[src/dra_consts.svh]
// Register offsets, field positions, reset values and chain layout for the range/arm block
`ifndef DRA_CONSTS_SVH
`define DRA_CONSTS_SVH

// Register byte offsets
`define DRA_OFF_SERIAL        8'h05
`define DRA_OFF_STROBE        8'h0B
`define DRA_OFF_ARM_STATUS    8'h43
`define DRA_OFF_ARM_SOURCE    8'h49
`define DRA_OFF_ARM_CONTROL   8'h4B

// Strobe value that copies the chain into the latch
`define DRA_STROBE_VALUE      8'h04

// Field positions
`define DRA_STAT_INIT_BIT     1
`define DRA_CTRL_SUSPEND_BIT  2

// Shift chain geometry
`define DRA_CHAIN_LEN         56
`define DRA_CHAIN_OUT_BIT     55

// Chain bit positions of the attenuator controls
`define DRA_BIT_CH1_PATH_EN   10
`define DRA_BIT_CH2_PATH_EN   15
`define DRA_BIT_CH1_IN20      34
`define DRA_BIT_CH1_POST      35
`define DRA_BIT_CH1_INT6      37
`define DRA_BIT_CH1_INT14     38
`define DRA_BIT_CH2_IN20      42
`define DRA_BIT_CH2_POST      43
`define DRA_BIT_CH2_INT6      45
`define DRA_BIT_CH2_INT14     46

// Reset values
`define DRA_RST_CHAIN         56'h00_0000_0000_0000
`define DRA_RST_ARM_SOURCE    8'h00
`define DRA_RST_ARM_CONTROL   8'h00

`endif

[src/dra_pkg.sv]
// Types shared by the range/arm configuration block
package dra_pkg;
    typedef logic [7:0]  dra_byte_t;
    typedef logic [55:0] dra_chain_t;
    typedef enum logic [0:0] {
        DRA_IDLE,
        DRA_INITIATED
    } dra_state_e;
endpackage : dra_pkg

[src/dra_chain.sv]
// Front-end serial shift chain with its parallel configuration latch
`timescale 1ns/1ps
`include "dra_consts.svh"

module dra_chain (
    // Clock and reset
    input  wire logic              clk,
    input  wire logic              rst_n,
    // Host side
    input  wire logic              shift_en,
    input  wire logic              shift_bit,
    input  wire logic              latch_en,
    // Chain and latch contents
    output dra_pkg::dra_chain_t    chain_q,
    output dra_pkg::dra_chain_t    latch_q
);

    // New bit enters at position 0, older bits move toward the output end
    always_ff @(posedge clk or negedge rst_n) begin
        if (!rst_n) begin
            chain_q <= `DRA_RST_CHAIN;
        end else if (shift_en) begin
            chain_q <= {chain_q[`DRA_CHAIN_LEN-2:0], shift_bit};
        end
    end

    // Latch only moves on the strobe, so shifting never glitches the relays
    always_ff @(posedge clk or negedge rst_n) begin
        if (!rst_n) begin
            latch_q <= `DRA_RST_CHAIN;
        end else if (latch_en) begin
            latch_q <= chain_q;
        end
    end

endmodule : dra_chain

[src/dra_top.sv]
// Range and arm configuration registers of a two-channel digitizer
//
// Overview of operation
// - Writing 4 to offset 0B copies the whole chain into the latch.
// - Offset 43 bit 1 reads 0 when idle, 1 when initiated.
// - Writing offset 49 in idle selects the arm source.
// - Arm source changes are accepted idle or initiated with the suspend sequence.
// - Offset 4B bit 2 set makes the device ignore arm events.
// - Clearing offset 4B bit 2 resumes accepting arm events.
// - Reading counts and sample rate come from timebase setup, not these registers.
// - Each write to offset 05 shifts the bit in at 0, out at 55.
// - Attenuator select bits are active low: zero switches the attenuator in.
// - Path-enable bit zero disables channel attenuators, one enables them.
`timescale 1ns/1ps
`include "dra_consts.svh"

module dra_top (
    // Clock and reset
    input  wire logic              MCLK,
    input  wire logic              RSTN,
    // Register port
    input  wire logic [7:0]        REG_ADDR,
    input  wire logic [7:0]        REG_WDATA,
    input  wire logic              REG_WR,
    input  wire logic              REG_RD,
    output logic [7:0]             REG_RDATA,
    // Timebase state inputs, asynchronous
    input  wire logic              INIT_REQ,
    input  wire logic              ABORT_REQ,
    // Arm events from the selected sources, asynchronous
    input  wire logic [7:0]        ARM_EVENT_IN,
    // Arm outputs
    output logic                   ARM_OUT,
    output logic [7:0]             ARM_SOURCE,
    // Live front-end controls
    output logic                   CH1_ATTEN_PATH_EN,
    output logic                   CH2_ATTEN_PATH_EN,
    output logic                   CH1_INPUT_20DB_IN,
    output logic                   CH1_POST_20DB_IN,
    output logic                   CH1_INT_6DB_IN,
    output logic                   CH1_INT_14DB_IN,
    output logic                   CH2_INPUT_20DB_IN,
    output logic                   CH2_POST_20DB_IN,
    output logic                   CH2_INT_6DB_IN,
    output logic                   CH2_INT_14DB_IN,
    output logic [55:0]            FE_LATCH,
    output logic [7:0]             SERIAL_OUT
);

    dra_pkg::dra_chain_t  chain_q;
    dra_pkg::dra_chain_t  latch_q;
    dra_pkg::dra_byte_t   arm_source_q;
    dra_pkg::dra_byte_t   arm_control_q;
    dra_pkg::dra_state_e  state_q;
    logic [1:0]           init_sync_q;
    logic [1:0]           abort_sync_q;
    logic [7:0]           arm_sync0_q;
    logic [7:0]           arm_sync1_q;
    logic [7:0]           arm_prev_q;
    logic                 suspended;
    logic                 arm_hit;
    logic                 wr_serial;
    logic                 wr_strobe;
    logic                 wr_source;
    logic                 wr_control;

    // Address match used by every write decode and the read mux
    function automatic logic hit(input logic [7:0] addr, input logic [7:0] off);
        hit = (addr == off);
    endfunction : hit

    // Write strobes
    assign wr_serial  = REG_WR && hit(REG_ADDR, `DRA_OFF_SERIAL);
    assign wr_strobe  = REG_WR && hit(REG_ADDR, `DRA_OFF_STROBE)
                        && (REG_WDATA == `DRA_STROBE_VALUE);
    assign wr_source  = REG_WR && hit(REG_ADDR, `DRA_OFF_ARM_SOURCE);
    assign wr_control = REG_WR && hit(REG_ADDR, `DRA_OFF_ARM_CONTROL);

    // Shift chain and latch; other strobe values are ignored
    dra_chain u_chain (
        .clk       (MCLK),
        .rst_n     (RSTN),
        .shift_en  (wr_serial),
        .shift_bit (REG_WDATA[0]),
        .latch_en  (wr_strobe),
        .chain_q   (chain_q),
        .latch_q   (latch_q)
    );

    // Asynchronous pin inputs pass two flops before any logic reads them
    always_ff @(posedge MCLK or negedge RSTN) begin
        if (!RSTN) begin
            init_sync_q  <= 2'h0;
            abort_sync_q <= 2'h0;
            arm_sync0_q  <= 8'h00;
            arm_sync1_q  <= 8'h00;
        end else begin
            init_sync_q  <= {init_sync_q[0], INIT_REQ};
            abort_sync_q <= {abort_sync_q[0], ABORT_REQ};
            arm_sync0_q  <= ARM_EVENT_IN;
            arm_sync1_q  <= arm_sync0_q;
        end
    end

    // Previous synchronised arm level for rising-edge detection
    always_ff @(posedge MCLK or negedge RSTN) begin
        if (!RSTN) begin
            arm_prev_q <= 8'h00;
        end else begin
            arm_prev_q <= arm_sync1_q;
        end
    end

    // Idle/initiated state; abort wins, an arm returns the device to idle
    always_ff @(posedge MCLK or negedge RSTN) begin
        if (!RSTN) begin
            state_q <= dra_pkg::DRA_IDLE;
        end else begin
            unique case (state_q)
                dra_pkg::DRA_IDLE: begin
                    if (init_sync_q[1] && !abort_sync_q[1]) begin
                        state_q <= dra_pkg::DRA_INITIATED;
                    end
                end
                dra_pkg::DRA_INITIATED: begin
                    if (abort_sync_q[1] || arm_hit) begin
                        state_q <= dra_pkg::DRA_IDLE;
                    end
                end
            endcase
        end
    end

    // Arm source accepted in either state; the host suspends first when initiated
    always_ff @(posedge MCLK or negedge RSTN) begin
        if (!RSTN) begin
            arm_source_q <= `DRA_RST_ARM_SOURCE;
        end else if (wr_source) begin
            arm_source_q <= REG_WDATA;
        end
    end

    // Arm control holds every written bit for read-modify-write
    // Reading counts and sample rate belong to timebase setup, so none live here
    always_ff @(posedge MCLK or negedge RSTN) begin
        if (!RSTN) begin
            arm_control_q <= `DRA_RST_ARM_CONTROL;
        end else if (wr_control) begin
            arm_control_q <= REG_WDATA;
        end
    end

    // Suspend gates arm events; a source swap mid-run cannot fire a stray arm
    assign suspended = arm_control_q[`DRA_CTRL_SUSPEND_BIT];
    assign arm_hit   = (state_q == dra_pkg::DRA_INITIATED) && !suspended
                       && |(arm_source_q & arm_sync1_q & ~arm_prev_q);

    // Arm pulse, one cycle per accepted event
    always_ff @(posedge MCLK or negedge RSTN) begin
        if (!RSTN) begin
            ARM_OUT <= 1'b0;
        end else begin
            ARM_OUT <= arm_hit;
        end
    end

    // Registered read data; unmapped and write-only offsets read zero
    always_ff @(posedge MCLK or negedge RSTN) begin
        if (!RSTN) begin
            REG_RDATA <= 8'h00;
        end else if (REG_RD) begin
            if (hit(REG_ADDR, `DRA_OFF_ARM_STATUS)) begin
                REG_RDATA <= {6'h00, state_q == dra_pkg::DRA_INITIATED, 1'b0};
            end else if (hit(REG_ADDR, `DRA_OFF_ARM_SOURCE)) begin
                REG_RDATA <= arm_source_q;
            end else if (hit(REG_ADDR, `DRA_OFF_ARM_CONTROL)) begin
                REG_RDATA <= arm_control_q;
            end else if (hit(REG_ADDR, `DRA_OFF_SERIAL)) begin
                REG_RDATA <= {7'h00, chain_q[`DRA_CHAIN_OUT_BIT]};
            end else begin
                REG_RDATA <= 8'h00;
            end
        end
    end

    // Front-end drive from the latch; select bits are active low
    always_ff @(posedge MCLK or negedge RSTN) begin
        if (!RSTN) begin
            CH1_ATTEN_PATH_EN <= 1'b0;
            CH2_ATTEN_PATH_EN <= 1'b0;
            CH1_INPUT_20DB_IN <= 1'b0;
            CH1_POST_20DB_IN  <= 1'b0;
            CH1_INT_6DB_IN    <= 1'b0;
            CH1_INT_14DB_IN   <= 1'b0;
            CH2_INPUT_20DB_IN <= 1'b0;
            CH2_POST_20DB_IN  <= 1'b0;
            CH2_INT_6DB_IN    <= 1'b0;
            CH2_INT_14DB_IN   <= 1'b0;
        end else begin
            CH1_ATTEN_PATH_EN <= latch_q[`DRA_BIT_CH1_PATH_EN];
            CH2_ATTEN_PATH_EN <= latch_q[`DRA_BIT_CH2_PATH_EN];
            // Path disabled forces every attenuator of that channel out
            CH1_INPUT_20DB_IN <= latch_q[`DRA_BIT_CH1_PATH_EN]
                                 && !latch_q[`DRA_BIT_CH1_IN20];
            CH1_POST_20DB_IN  <= latch_q[`DRA_BIT_CH1_PATH_EN]
                                 && !latch_q[`DRA_BIT_CH1_POST];
            CH1_INT_6DB_IN    <= latch_q[`DRA_BIT_CH1_PATH_EN]
                                 && !latch_q[`DRA_BIT_CH1_INT6];
            CH1_INT_14DB_IN   <= latch_q[`DRA_BIT_CH1_PATH_EN]
                                 && !latch_q[`DRA_BIT_CH1_INT14];
            CH2_INPUT_20DB_IN <= latch_q[`DRA_BIT_CH2_PATH_EN]
                                 && !latch_q[`DRA_BIT_CH2_IN20];
            CH2_POST_20DB_IN  <= latch_q[`DRA_BIT_CH2_PATH_EN]
                                 && !latch_q[`DRA_BIT_CH2_POST];
            CH2_INT_6DB_IN    <= latch_q[`DRA_BIT_CH2_PATH_EN]
                                 && !latch_q[`DRA_BIT_CH2_INT6];
            CH2_INT_14DB_IN   <= latch_q[`DRA_BIT_CH2_PATH_EN]
                                 && !latch_q[`DRA_BIT_CH2_INT14];
        end
    end

    // Raw latch, arm source and chain output copies for the rest of the front end
    always_ff @(posedge MCLK or negedge RSTN) begin
        if (!RSTN) begin
            FE_LATCH   <= `DRA_RST_CHAIN;
            ARM_SOURCE <= `DRA_RST_ARM_SOURCE;
            SERIAL_OUT <= 8'h00;
        end else begin
            FE_LATCH   <= latch_q;
            ARM_SOURCE <= arm_source_q;
            SERIAL_OUT <= {7'h00, chain_q[`DRA_CHAIN_OUT_BIT]};
        end
    end

endmodule : dra_top

[config.mk]
export PLATFORM = sky130hd
export DESIGN_NAME = dra_top
export DESIGN_NICKNAME = d
export VERILOG_FILES = /design/src/dra_pkg.sv /design/src/dra_chain.sv /design/src/dra_top.sv
export VERILOG_INCLUDE_DIRS = /design/src /design/src/src
export SDC_FILE = /design/constraint.sdc
export NUM_CORES = 1
export LEC_CHECK = 0
export BUFFER_PORTS_ARGS = -buffer_cell sky130_fd_sc_hd__buf_2
export CAP_MARGIN = 5
export CORE_MARGIN = 2
export CORE_UTILIZATION = 60
export CTS_CLUSTER_DIAMETER = 100
export CTS_CLUSTER_SIZE = 16
export DETAILED_ROUTE_END_ITERATION = 16
export HOLD_SLACK_MARGIN = 0.03
export PLACE_DENSITY_LB_ADDON = 0.08
export SLEW_MARGIN = 20
export SYNTH_ARGS = -nofsm -noshare
export SYNTH_HDL_FRONTEND = slang
export SYNTH_SLANG_ARGS = --single-unit
[constraint.sdc]
create_clock -name MCLK -period 2.3 [get_ports MCLK]
set_input_delay 0.115 -clock MCLK [delete_from_list [all_inputs] [get_ports MCLK]]
set_output_delay 0.115 -clock MCLK [all_outputs]
set_load 0.02 [all_outputs]
=== Yosys cells after proc, flatten, opt, wreduce, memory -nomap -nowiden ===
Cells that the tools add are included.

* Bitwise logic cells: 4
* Muxes and demuxes: 7
* Equal/unequal tests: 6
* Reductions and logical operators: 28

{| class="wikitable"
|+ Operators with widths
! cell !! count
|-
| 8-bit by 7-bit == test with 1-bit output, second input constant || 3
|-
| 8-bit two-way mux || 3
|-
| 8-bit bitwise AND || 2
|-
| 8-bit by 3-bit == test with 1-bit output, second input constant || 2
|-
| 1-bit logical AND || 16
|-
| 1-bit logical NOT || 10
|-
| 8-bit by 4-bit == test with 1-bit output, second input constant || 1
|-
| 8-bit NOT || 1
|-
| 8-bit OR reduction || 1
|-
| 1-bit two-way mux || 3
|-
| 1-bit case mux with 2 select lines || 1
|-
| 1-bit logical OR || 1
|-
| 1-bit NOT || 1
|}

* Flip-flop bits (word level): 241
* Logic and storage cells: 70
* Bits of input ports: 30

=== Longest topological paths before layout ===
Gate-level depths: netlist of the first run.

* Depth in word-level cells: 7
* Gate-level depth with buffers: 7
* Mapped depth without buffers: 5

=== Hierarchy ===
Synthesis of the first run repeated with hierarchy kept, for this count alone.

* Cell total of the unflattened synthesis: 468
* Area, all modules: 8450.6 um^2

{| class="wikitable"
|+ By module, submodules not included
! module !! sequential area each (um^2) !! cells an instance !! area each (um^2) !! times used
|-
| dra_chain || 2802.7 || 236 || 4486.8 || 1
|-
| dra_top || 3178.0 || 232 || 3963.8 || 1
|}

=== Worst setup path before layout of the first run ===
Ideal clock, no wire load.

* Kind: input to register
* Start point: in REG_ADDR[0]
* End point: reg u_chain.latch_q[15]
* Setup time: 125 ps
* Arrival: 1312 ps
* Stages: 7
* Data required time: 2175 ps
* Setup slack: 863 ps
* Buffers on the path: 2
* Cell sequence: nor2b_2 > and2_4 > nand3_1 > nor3_2 > buf_6 > buf_12 > mux2_4

* Longest elaborated chain between the ends: 3

{| class="wikitable"
|+ Ends and longest elaborated chain
! what !! line !! text
|-
| start, declared || dra_top.sv:22 || <nowiki>input wire logic [7:0] REG_ADDR,</nowiki>
|-
| 8-bit by 4-bit == test with 1-bit output || dra_top.sv:69 || <nowiki>hit = (addr == off);</nowiki>
|-
| 1-bit logical AND (2 in series) || dra_top.sv:74 || <nowiki>assign wr_strobe = REG_WR && hit(REG_ADDR, `DRA_OFF_STROBE)</nowiki>
|-
| end signal, assigned || dra_chain.sv:30 || <nowiki>latch_q <= `DRA_RST_CHAIN;</nowiki>
|-
| end signal, assigned || dra_chain.sv:32 || <nowiki>latch_q <= chain_q;</nowiki>
|-
| end, declared || dra_chain.sv:15 || <nowiki>output dra_pkg::dra_chain_t latch_q</nowiki>
|}

No other way between the ends.
A chain may end at the register's enable or synchronous reset.

=== Final worst setup path of the first run ===
* Start point: in REG_WDATA[4]
* End point: reg u_chain.latch_q[13]

* Longest elaborated chain between the ends: 2

{| class="wikitable"
|+ Ends and longest elaborated chain
! what !! line !! text
|-
| start, declared || dra_top.sv:23 || <nowiki>input wire logic [7:0] REG_WDATA,</nowiki>
|-
| 8-bit by 3-bit == test with 1-bit output (no line) || -- ||
|-
| 1-bit logical AND || dra_top.sv:74 ||
|}

No other way between the ends.

==> results by group, run 1 <==
Timing
  – Endpoints failing hold: 0
  – Clk_skew: 10.8 ps
  – TNS Setup: 0 ps
  – Fin crit period: 1890 ps
  – Max Freq: 529 MHz
  – RSZ-0062 raised after global routing: false
  – Worst slew margin: 0.523
  – Measured slew at the worst slew-check pin: 715 ps
  – Final setup vio count: 0
  – Period utilization: 0.823
  – Setup WS post-layout: 408 ps
  – Final slew viol count: 0

Yosys
  – #FFs+latches synth: 239
  – Syn Std Cell Area: 0.00829 mm^2
  – Syn Area/Cell: 17.7 um^2
  – Synth area leaders: dfrtp_1 (72%), mux2_2 (12%), mux2_4 (7.2%)
  – Compound-Gate Fraction of Synth Area: 0.0119
  – Multiplexer share of the synthesized area: 0.199
  – Top_reg_cell synth: dfrtp_1
  – Synth async-reset ratio: 1.00
  – Post-synthesis instance total: 469
  – Largest family of logic cells by synthesized area: multiplexers
  – Netlist cell types: 32
  – Adder-Cell Fraction of Synth Area: 0
  – Yosys warns: 0
  – Simple-Gate Fraction of Synth Area: 0.0344
  – Post-synth EDFFs: 0
  – Synth Area in XOR/XNOR: 0
  – Seq/Total Area, Yosys: 0.722
  – Top cell type's share of synthesized area: 0.722
  – Area leader, netlist: dfrtp_1

Floorplan
  – Core Region: 0.0133 mm^2
  – Cell Rows: 42
  – Die X-Extent: 122 um
  – Die Y-Extent: 122 um
  – Starting Density: 0.621
  – I/O pin total: 121
  – Die Area: 0.0148 mm^2

Placed design
  – Detailed placement HPWL: 8.15 mm
  – Worst slack, placed: 474 ps
  – Routability congestion estimate: 0.811
  – PortBufs: 113
  – Placed cells: 745

Drt
  – DRT antenna net count: 0
  – Routed WL: 12.8 mm
  – Iteration-0 DRC Markers: 232
  – Initial DRT Pass Iterations: 4
  – # DRC: 0
  – DR vias/cell: 5.14
  – Wire length per cell: 16.2 um
  – Vias: 4051

Clock network
  – Clock transition at path regs: 70 ps
  – Clock latency on the worst-skew pair: 480 ps
  – Clk sinks: 239
  – Clock buffer depth: 3
  – Num CTS Buffers: 18
  – Root Buffer: clkbuf_16
  – CTS tree: built
  – CTS resizes: 0
  – Htree depth: 1

Power and ir drop
  – PD cells: 749 mW/mm^2
  – Worst vdd ir: 0.000658 V
  – Pleak: 5.18 nW

GRT
  – Largest net degree at the start of global routing: 76
  – First-pass GRT wire length: 21.6 mm
  – Initial antenna violation count: 0
  – Gr ovfl total: 0
  – Vias in the first global route: 4325
  – Gr usage total: 0.185

Setup path
  – Crit path max-delay family: buffers and inverters
  – R2r setup slk: 1220 ps
  – Largest fanout on the critical path: 56
  – Setup Crit Path Kind: in -> reg
  – Crit path DAT: 2250 ps
  – Worst path bufs/invs: 3
  – Critical Path Start Type: input port
  – R2R Path Start: arm_source_q[1]
  – Critical Path, Cell by Cell: dlygate4sd3_1 > buf_2 > nor4_1 > nand3b_1 > nor3_4 > buf_12 > mux2_2
  – Worst R2R End: REG_RDATA[1]
  – Max incr delay on CP: 540 ps
  – Max stage delay cell, worst path: dlygate4sd3_1
  – WP data required: 2660 ps
  – Worst setup EP type: register
  – Register-to-Register Path Depth: 5

Final layout
  – Multi-input logic area: 0.00207 mm^2
  – # diodes: 0
  – Post-route insts no fill: 788
  – Storage element area: 0.00598 mm^2
  – Core Util, Final: 0.725
  – Fillcell total: 870
  – NumNets Final: 642
  – Syn-to-layout area delta: 16.7%
  – Share of cells above drive strength 1: 0.446

Hold path
  – Hold wc startpoint: REG_ADDR[2]
  – Hold path depth: 5
  – Hold Path End: REG_RDATA[7]
  – Hold Crit Class: in -> reg

Job
  – Max cap viols: 0

Outcome
  – Status: completed
[layer usage]
layer	vias up	GRT usage	wire length, um
met5	-	0	0
met4	0	0.0467	205
met3	16	0.0300	576
met2	93	0.307	6380
met1	2079	0.260	5630
li1	1863	-	-
[layout make-up]
| cell class | instances | share of cell area |
|---|---|---|
| flip-flops and latches | 239 | 0.618 |
| clock buffers | 20 | 0.0495 |
| repair buffers | 141 | 0.0924 |
| well taps | 176 | 0.0228 |
| inverters | 7 | 0.00272 |
| multi-input cells | 205 | 0.214 |
[metrics by stage]
step                hold slack [ps]  power, W  instance area [um^2]
floorplan                      -181   0.00442                  8310
global placement                120   0.00455                  8960
detailed placement              130   0.00456                  8960
CTS                            57.7   0.00733                  9670
global route                    110   0.00754                  9670
finish                         64.8   0.00725                  9670
[where the power goes]
group,switching [W],leakage [nW],internal [W]
combinational,0.000143,1.67,0.0000870
clock,0.00128,0.235,0.00146
sequential,0.0000243,3.27,0.00425
total,0.00145,5.18,0.00580
[cell families (layout without fill, tap and decap cells)]
logic type,after synthesis,in the layout
other,1,7
flip-flops,239,239
buffers and inverters,31,168
AND/OR/NAND/NOR,48,48
multiplexers,134,134
AO/OA/AOI/OAI,16,16
[registers in the layout, indices dropped and copies added (netlist names), 2 cells and up]
signal	count
ARM_SOURCE	8
arm_control_q	8
FE_LATCH	56
u_chain.latch_q	56
arm_sync0_q	8
arm_prev_q	8
init_sync_q	2
arm_source_q	8
u_chain.chain_q	56
abort_sync_q	2
REG_RDATA	8
arm_sync1_q	8
[synth_stat cells, types with 3 or more instances]
| master | number |
|---|---|
| dfrtp_1 | 239 |
| mux2_2 | 89 |
| mux2_4 | 40 |
| nand2_1 | 13 |
| buf_4 | 10 |
| nor2b_1 | 10 |
| o22ai_1 | 10 |
| inv_1 | 7 |
| buf_6 | 6 |
| mux2i_1 | 5 |
| nor2_1 | 5 |
| buf_12 | 4 |
| nand2b_1 | 4 |
| buf_2 | 3 |
| nand3_1 | 3 |
| o21ai_0 | 3 |
[worst min-delay path, delay by kind of cell]
family / cells / cell delay, ps
AO/OA/AOI/OAI: 2 / 170
buffers and inverters: 1 / 90
AND/OR/NAND/NOR: 2 / 100
[cell usage in the layout, fill, tap and decap left out, types with 4 or more instances in the layout]
| master | n |
|---|---|
| buf_12 | 4 |
| buf_2 | 112 |
| clkbuf_16 | 19 |
| conb_1 | 7 |
| dfrtp_1 | 239 |
| dlygate4sd3_1 | 23 |
| inv_1 | 7 |
| mux2_2 | 89 |
| mux2_4 | 40 |
| mux2i_1 | 5 |
| nand2_1 | 13 |
| nor2_1 | 5 |
| nor2b_1 | 10 |
| o22ai_1 | 10 |
[how the worst max path moves through the flow]
stage	start	endpoint	slack, ps	depth (start not counted)
floorplan	REG_ADDR[0]	u_chain.latch_q[15]	860	7
global placement	REG_WDATA[5]	u_chain.latch_q[13]	480	6
global route	REG_WDATA[4]	u_chain.latch_q[4]	280	7
CTS	REG_WDATA[4]	u_chain.latch_q[1]	410	7
detailed placement	REG_WDATA[5]	u_chain.latch_q[8]	470	6
finish	REG_WDATA[4]	u_chain.latch_q[13]	410	7
[repair_timing]
item	CTS	global route
setup buffers	0	0
hold buffers	23	0
endpoints found under the hold margin	107	0
Power figures use the tool's default switching activity.
==> run 2: changes to the inputs <==
--- a/config.mk
+++ b/config.mk
@@ -6,10 +6,11 @@
 export SDC_FILE = /design/constraint.sdc
 export NUM_CORES = 1
 export LEC_CHECK = 0
+export ABC_AREA = 1
 export BUFFER_PORTS_ARGS = -buffer_cell sky130_fd_sc_hd__buf_2
 export CAP_MARGIN = 5
 export CORE_MARGIN = 2
-export CORE_UTILIZATION = 60
+export CORE_UTILIZATION = 56
 export CTS_CLUSTER_DIAMETER = 100
 export CTS_CLUSTER_SIZE = 16
 export DETAILED_ROUTE_END_ITERATION = 16
==> constraint.sdc (replaced) <==
create_clock -name MCLK -period 1.95 [get_ports MCLK]
set_input_delay 0.0975 -clock MCLK [delete_from_list [all_inputs] [get_ports MCLK]]
set_output_delay 0.0975 -clock MCLK [all_outputs]
set_load 0.02 [all_outputs]
==> results by group, run 2 <==
Outcome
  – Status: completed

Yosys
  – Commonest cells in the synthesized netlist: dfrtp_1 (239), nand2_1 (206), nand4_1 (57), nor2_1 (49), inv_1 (48)
  – Yosys warns: 0 (unchanged)
  – Synth area leaders: dfrtp_1 (71%), nand2_1 (9.2%), nand4_1 (4.3%)
  – Simple-Gate Fraction of Synth Area: 0.181 (+0.147)
  – #FFs+latches synth: 239 (unchanged)
  – Top cell type's share of synthesized area: 0.714 (-0.00776)
  – Count leader, synth: dfrtp_1
  – Compound-Gate Fraction of Synth Area: 0.0445 (+0.0326)
  – Adder-Cell Fraction of Synth Area: 0 (unchanged)
  – Top_reg_cell synth: dfrtp_1
  – Post-synthesis instance total: 759 (+62%)
  – Synth async-reset ratio: 1.00 (unchanged)
  – Synth Area in XOR/XNOR: 0 (unchanged)
  – Netlist cell types: 17 (-47%)
  – Multiplexer share of the synthesized area: 0 (-0.199)
  – Largest family of logic cells by synthesized area: simple AND/OR/NAND/NOR gates
  – Syn Area/Cell: 11.0 um^2 (-38%)
  – Area leader, netlist: dfrtp_1
  – Seq/Total Area, Yosys: 0.714 (-0.00776)
  – Syn Std Cell Area: 0.00838 mm^2 (+1.1%)
  – Post-synth EDFFs: 0 (unchanged)

Final layout
  – Commonest non-fill, non-tap cell in the layout: dfrtp_1
  – Largest regs: FE_LATCH: 56 flops, u_chain.chain_q: 56 flops, u_chain.latch_q: 56 flops
  – # diodes: 0 (unchanged)
  – Core Util, Final: 0.669 (-0.0552)
  – Share of cells above drive strength 1: 0.175 (-0.271)
  – Most frequent cells in the layout: dfrtp_1 (239), nand2_1 (206), buf_2 (112), nand4_1 (57), inv_1 (48)
  – NumNets Final: 912 (+42%)
  – Syn-to-layout area delta: 16.5%
  – Post-route design area: 0.00977 mm^2 (+0.97%)
  – Post-route insts no fill: 1066 (+35%)

Placed design
  – PortBufs: 113 (unchanged)
  – Routability congestion estimate: 0.843 (+4.0%)
  – DP Area: 0.00909 mm^2 (+1.4%)
  – Detailed placement HPWL: 9.86 mm (+21%)
  – Placed cells: 1026 (+38%)

Setup path
  – WP data required: 2370 ps (-290 ps)
  – R2R Path Start: arm_source_q[0]
  – Register-to-Register Path Depth: 6 (+1)
  – Critical Path Start: REG_WDATA[4]
  – R2r setup slk: 830 ps (-390 ps)
  – Critical Path Start Type: input port
  – Largest fanout on the critical path: 37 (-34%)
  – Critical Path, Cell by Cell: dlygate4sd3_1 > buf_2 > inv_1 > nand3_1 > nor2_4 > buf_4 > nand4_1 > nand2_1
  – Max incr delay on CP: 560 ps (+20 ps)
  – Setup Crit Path Kind: in -> reg
  – Worst setup EP type: register
  – Worst R2R End: ARM_OUT
  – Critical Path End: u_chain.latch_q[30]
  – Max stage delay cell, worst path: dlygate4sd3_1
  – Crit path DAT: 1870 ps (-380 ps)

GRT
  – Vias in the first global route: 5445 (+26%)
  – Largest net degree at the start of global routing: 70 (-7.9%)
  – Gr ovfl total: 0 (unchanged)
  – First-pass GRT wire length: 26.5 mm (+23%)
  – Initial antenna violation count: 0 (unchanged)
  – Gr usage total: 0.202 (+0.0176)

Clock network
  – Clock buffer depth: 3 (unchanged)
  – CTS resizes: 0 (unchanged)
  – CTS tree: built
  – Clk sinks: 239 (unchanged)
  – Clock latency on the worst-skew pair: 480 ps (about the same)
  – Htree depth: 1 (unchanged)
  – Num CTS Buffers: 18 (unchanged)
  – Clock transition at path regs: 70 ps (about the same)
  – Root Buffer: clkbuf_16

Timing
  – Measured slew at the worst slew-check pin: 578 ps (-136 ps)
  – Final setup vio count: 0 (unchanged)
  – Period utilization: 0.746
  – Fin crit period: 1450 ps
  – Final slew viol count: 0 (unchanged)
  – TNS Setup: 0 ps (unchanged)
  – Worst slew margin: 0.614 (+0.0909)
  – Endpoints failing hold: 0 (unchanged)
  – RSZ-0062 raised after global routing: false
  – Clk_skew: 8.89 ps (-1.88 ps)
  – Max Freq: 687 MHz

Drt
  – Initial DRT Pass Iterations: 5 (+1)
  – DR vias/cell: 5.18 (+0.85%)
  – Routed WL: 15.3 mm (+20%)
  – DRT antenna net count: 0 (unchanged)
  – Iteration-0 DRC Markers: 338 (+46%)
  – Vias: 5527 (+36%)
  – # DRC: 0 (unchanged)
  – Wire length per cell: 14.4 um (-11%)

Power and ir drop
  – PD cells: 908 mW/mm^2 (+21%)
  – Pleak: 5.49 nW (+6.0%)
  – Worst vdd ir: 0.000738 V (+12%)

Job
  – Max cap viols: 0 (unchanged)

Floorplan
  – Core Region: 0.0146 mm^2 (+9.3%)
  – Die Y-Extent: 126 um (+3.9%)
  – Die Area: 0.0160 mm^2 (+8.0%)
  – I/O pin total: 121 (unchanged)
  – Die X-Extent: 126 um (+3.9%)
  – Starting Density: 0.574 (-0.0467)
  – Cell Rows: 44 (+4.8%)

Hold path
  – Hold Crit Class: in -> reg
  – Hold path depth: 3 (-2)
-- run 2: changes by cell type after synthesis, moves of 21 or more --
| cell | before | now |
|---|---|---|
| a21oi_1 | 1 | 28 |
| inv_1 | 7 | 48 |
| mux2_2 | 89 | 0 |
| mux2_4 | 40 | 0 |
| nand2_1 | 13 | 206 |
| nand3_1 | 3 | 24 |
| nand4_1 | 0 | 57 |
| nor2_1 | 5 | 49 |
| o21ai_0 | 3 | 45 |
-- run 2: worst max-delay path: cells and delay by family --
kind,cells,cell delay [ps]
buffers and inverters,4,1160
and+or+nand+nor,4,610
-- run 2: final cells by class --
type	count	area (um^2)
multi-input combinational	427	1960
timing repair buffer	148	938
tap	184	230
sequential	239	5980
clock buffer	20	479
inverter	48	180
fill	1096	4820
-- run 2: worst min path at each step --
stage / startpoint / end / slack, ps
after floorplan: RSTN / ARM_OUT / -200
after global placement: RSTN / FE_LATCH[50] / 70
after detailed placement: RSTN / FE_LATCH[50] / 70
after CTS: REG_WR / arm_source_q[2] / 80
after global routing: REG_WR / arm_source_q[6] / 100
final: REG_WR / arm_source_q[2] / 100
-- run 2: stage by stage --
step                hold WS (ps)  worst slack [ps]  power, W
floorplan                   -198               926   0.00545
global placement            67.1               519   0.00564
detailed placement          73.3               430   0.00566
CTS                         80.5               542   0.00896
global route                97.1               356   0.00920
finish                      96.7               495   0.00887
-- run 2: routing by layer --
metal,global-route usage,vias up,share of wire
met3,0.0278,36,0.048
met2,0.325,157,0.47
met1,0.293,2668,0.45
li1,-,2666,-
met5,0,-,0
met4,0.0640,0,0.028
-- run 2: timing repair --
action                    CTS  global route
hold endpoints to repair  274             0
hold buffers               20             0
buffers inserted            0             0
-- run 2: kinds of logic (layout without fill, tap and decap cells) --
family | after synthesis | count (layout)
other | 1 | 7
and+or+nand+nor | 346 | 346
AOI/OAI and AO/OA | 74 | 74
DFF | 239 | 239
buffers and inverters | 99 | 216
-- run 2: power by group --
part | switching, W | internal (W)
Combinational | 0.000256 | 0.000137
Sequential | 0.0000948 | 0.00511
Clock | 0.00155 | 0.00173
Total | 0.00190 | 0.00697
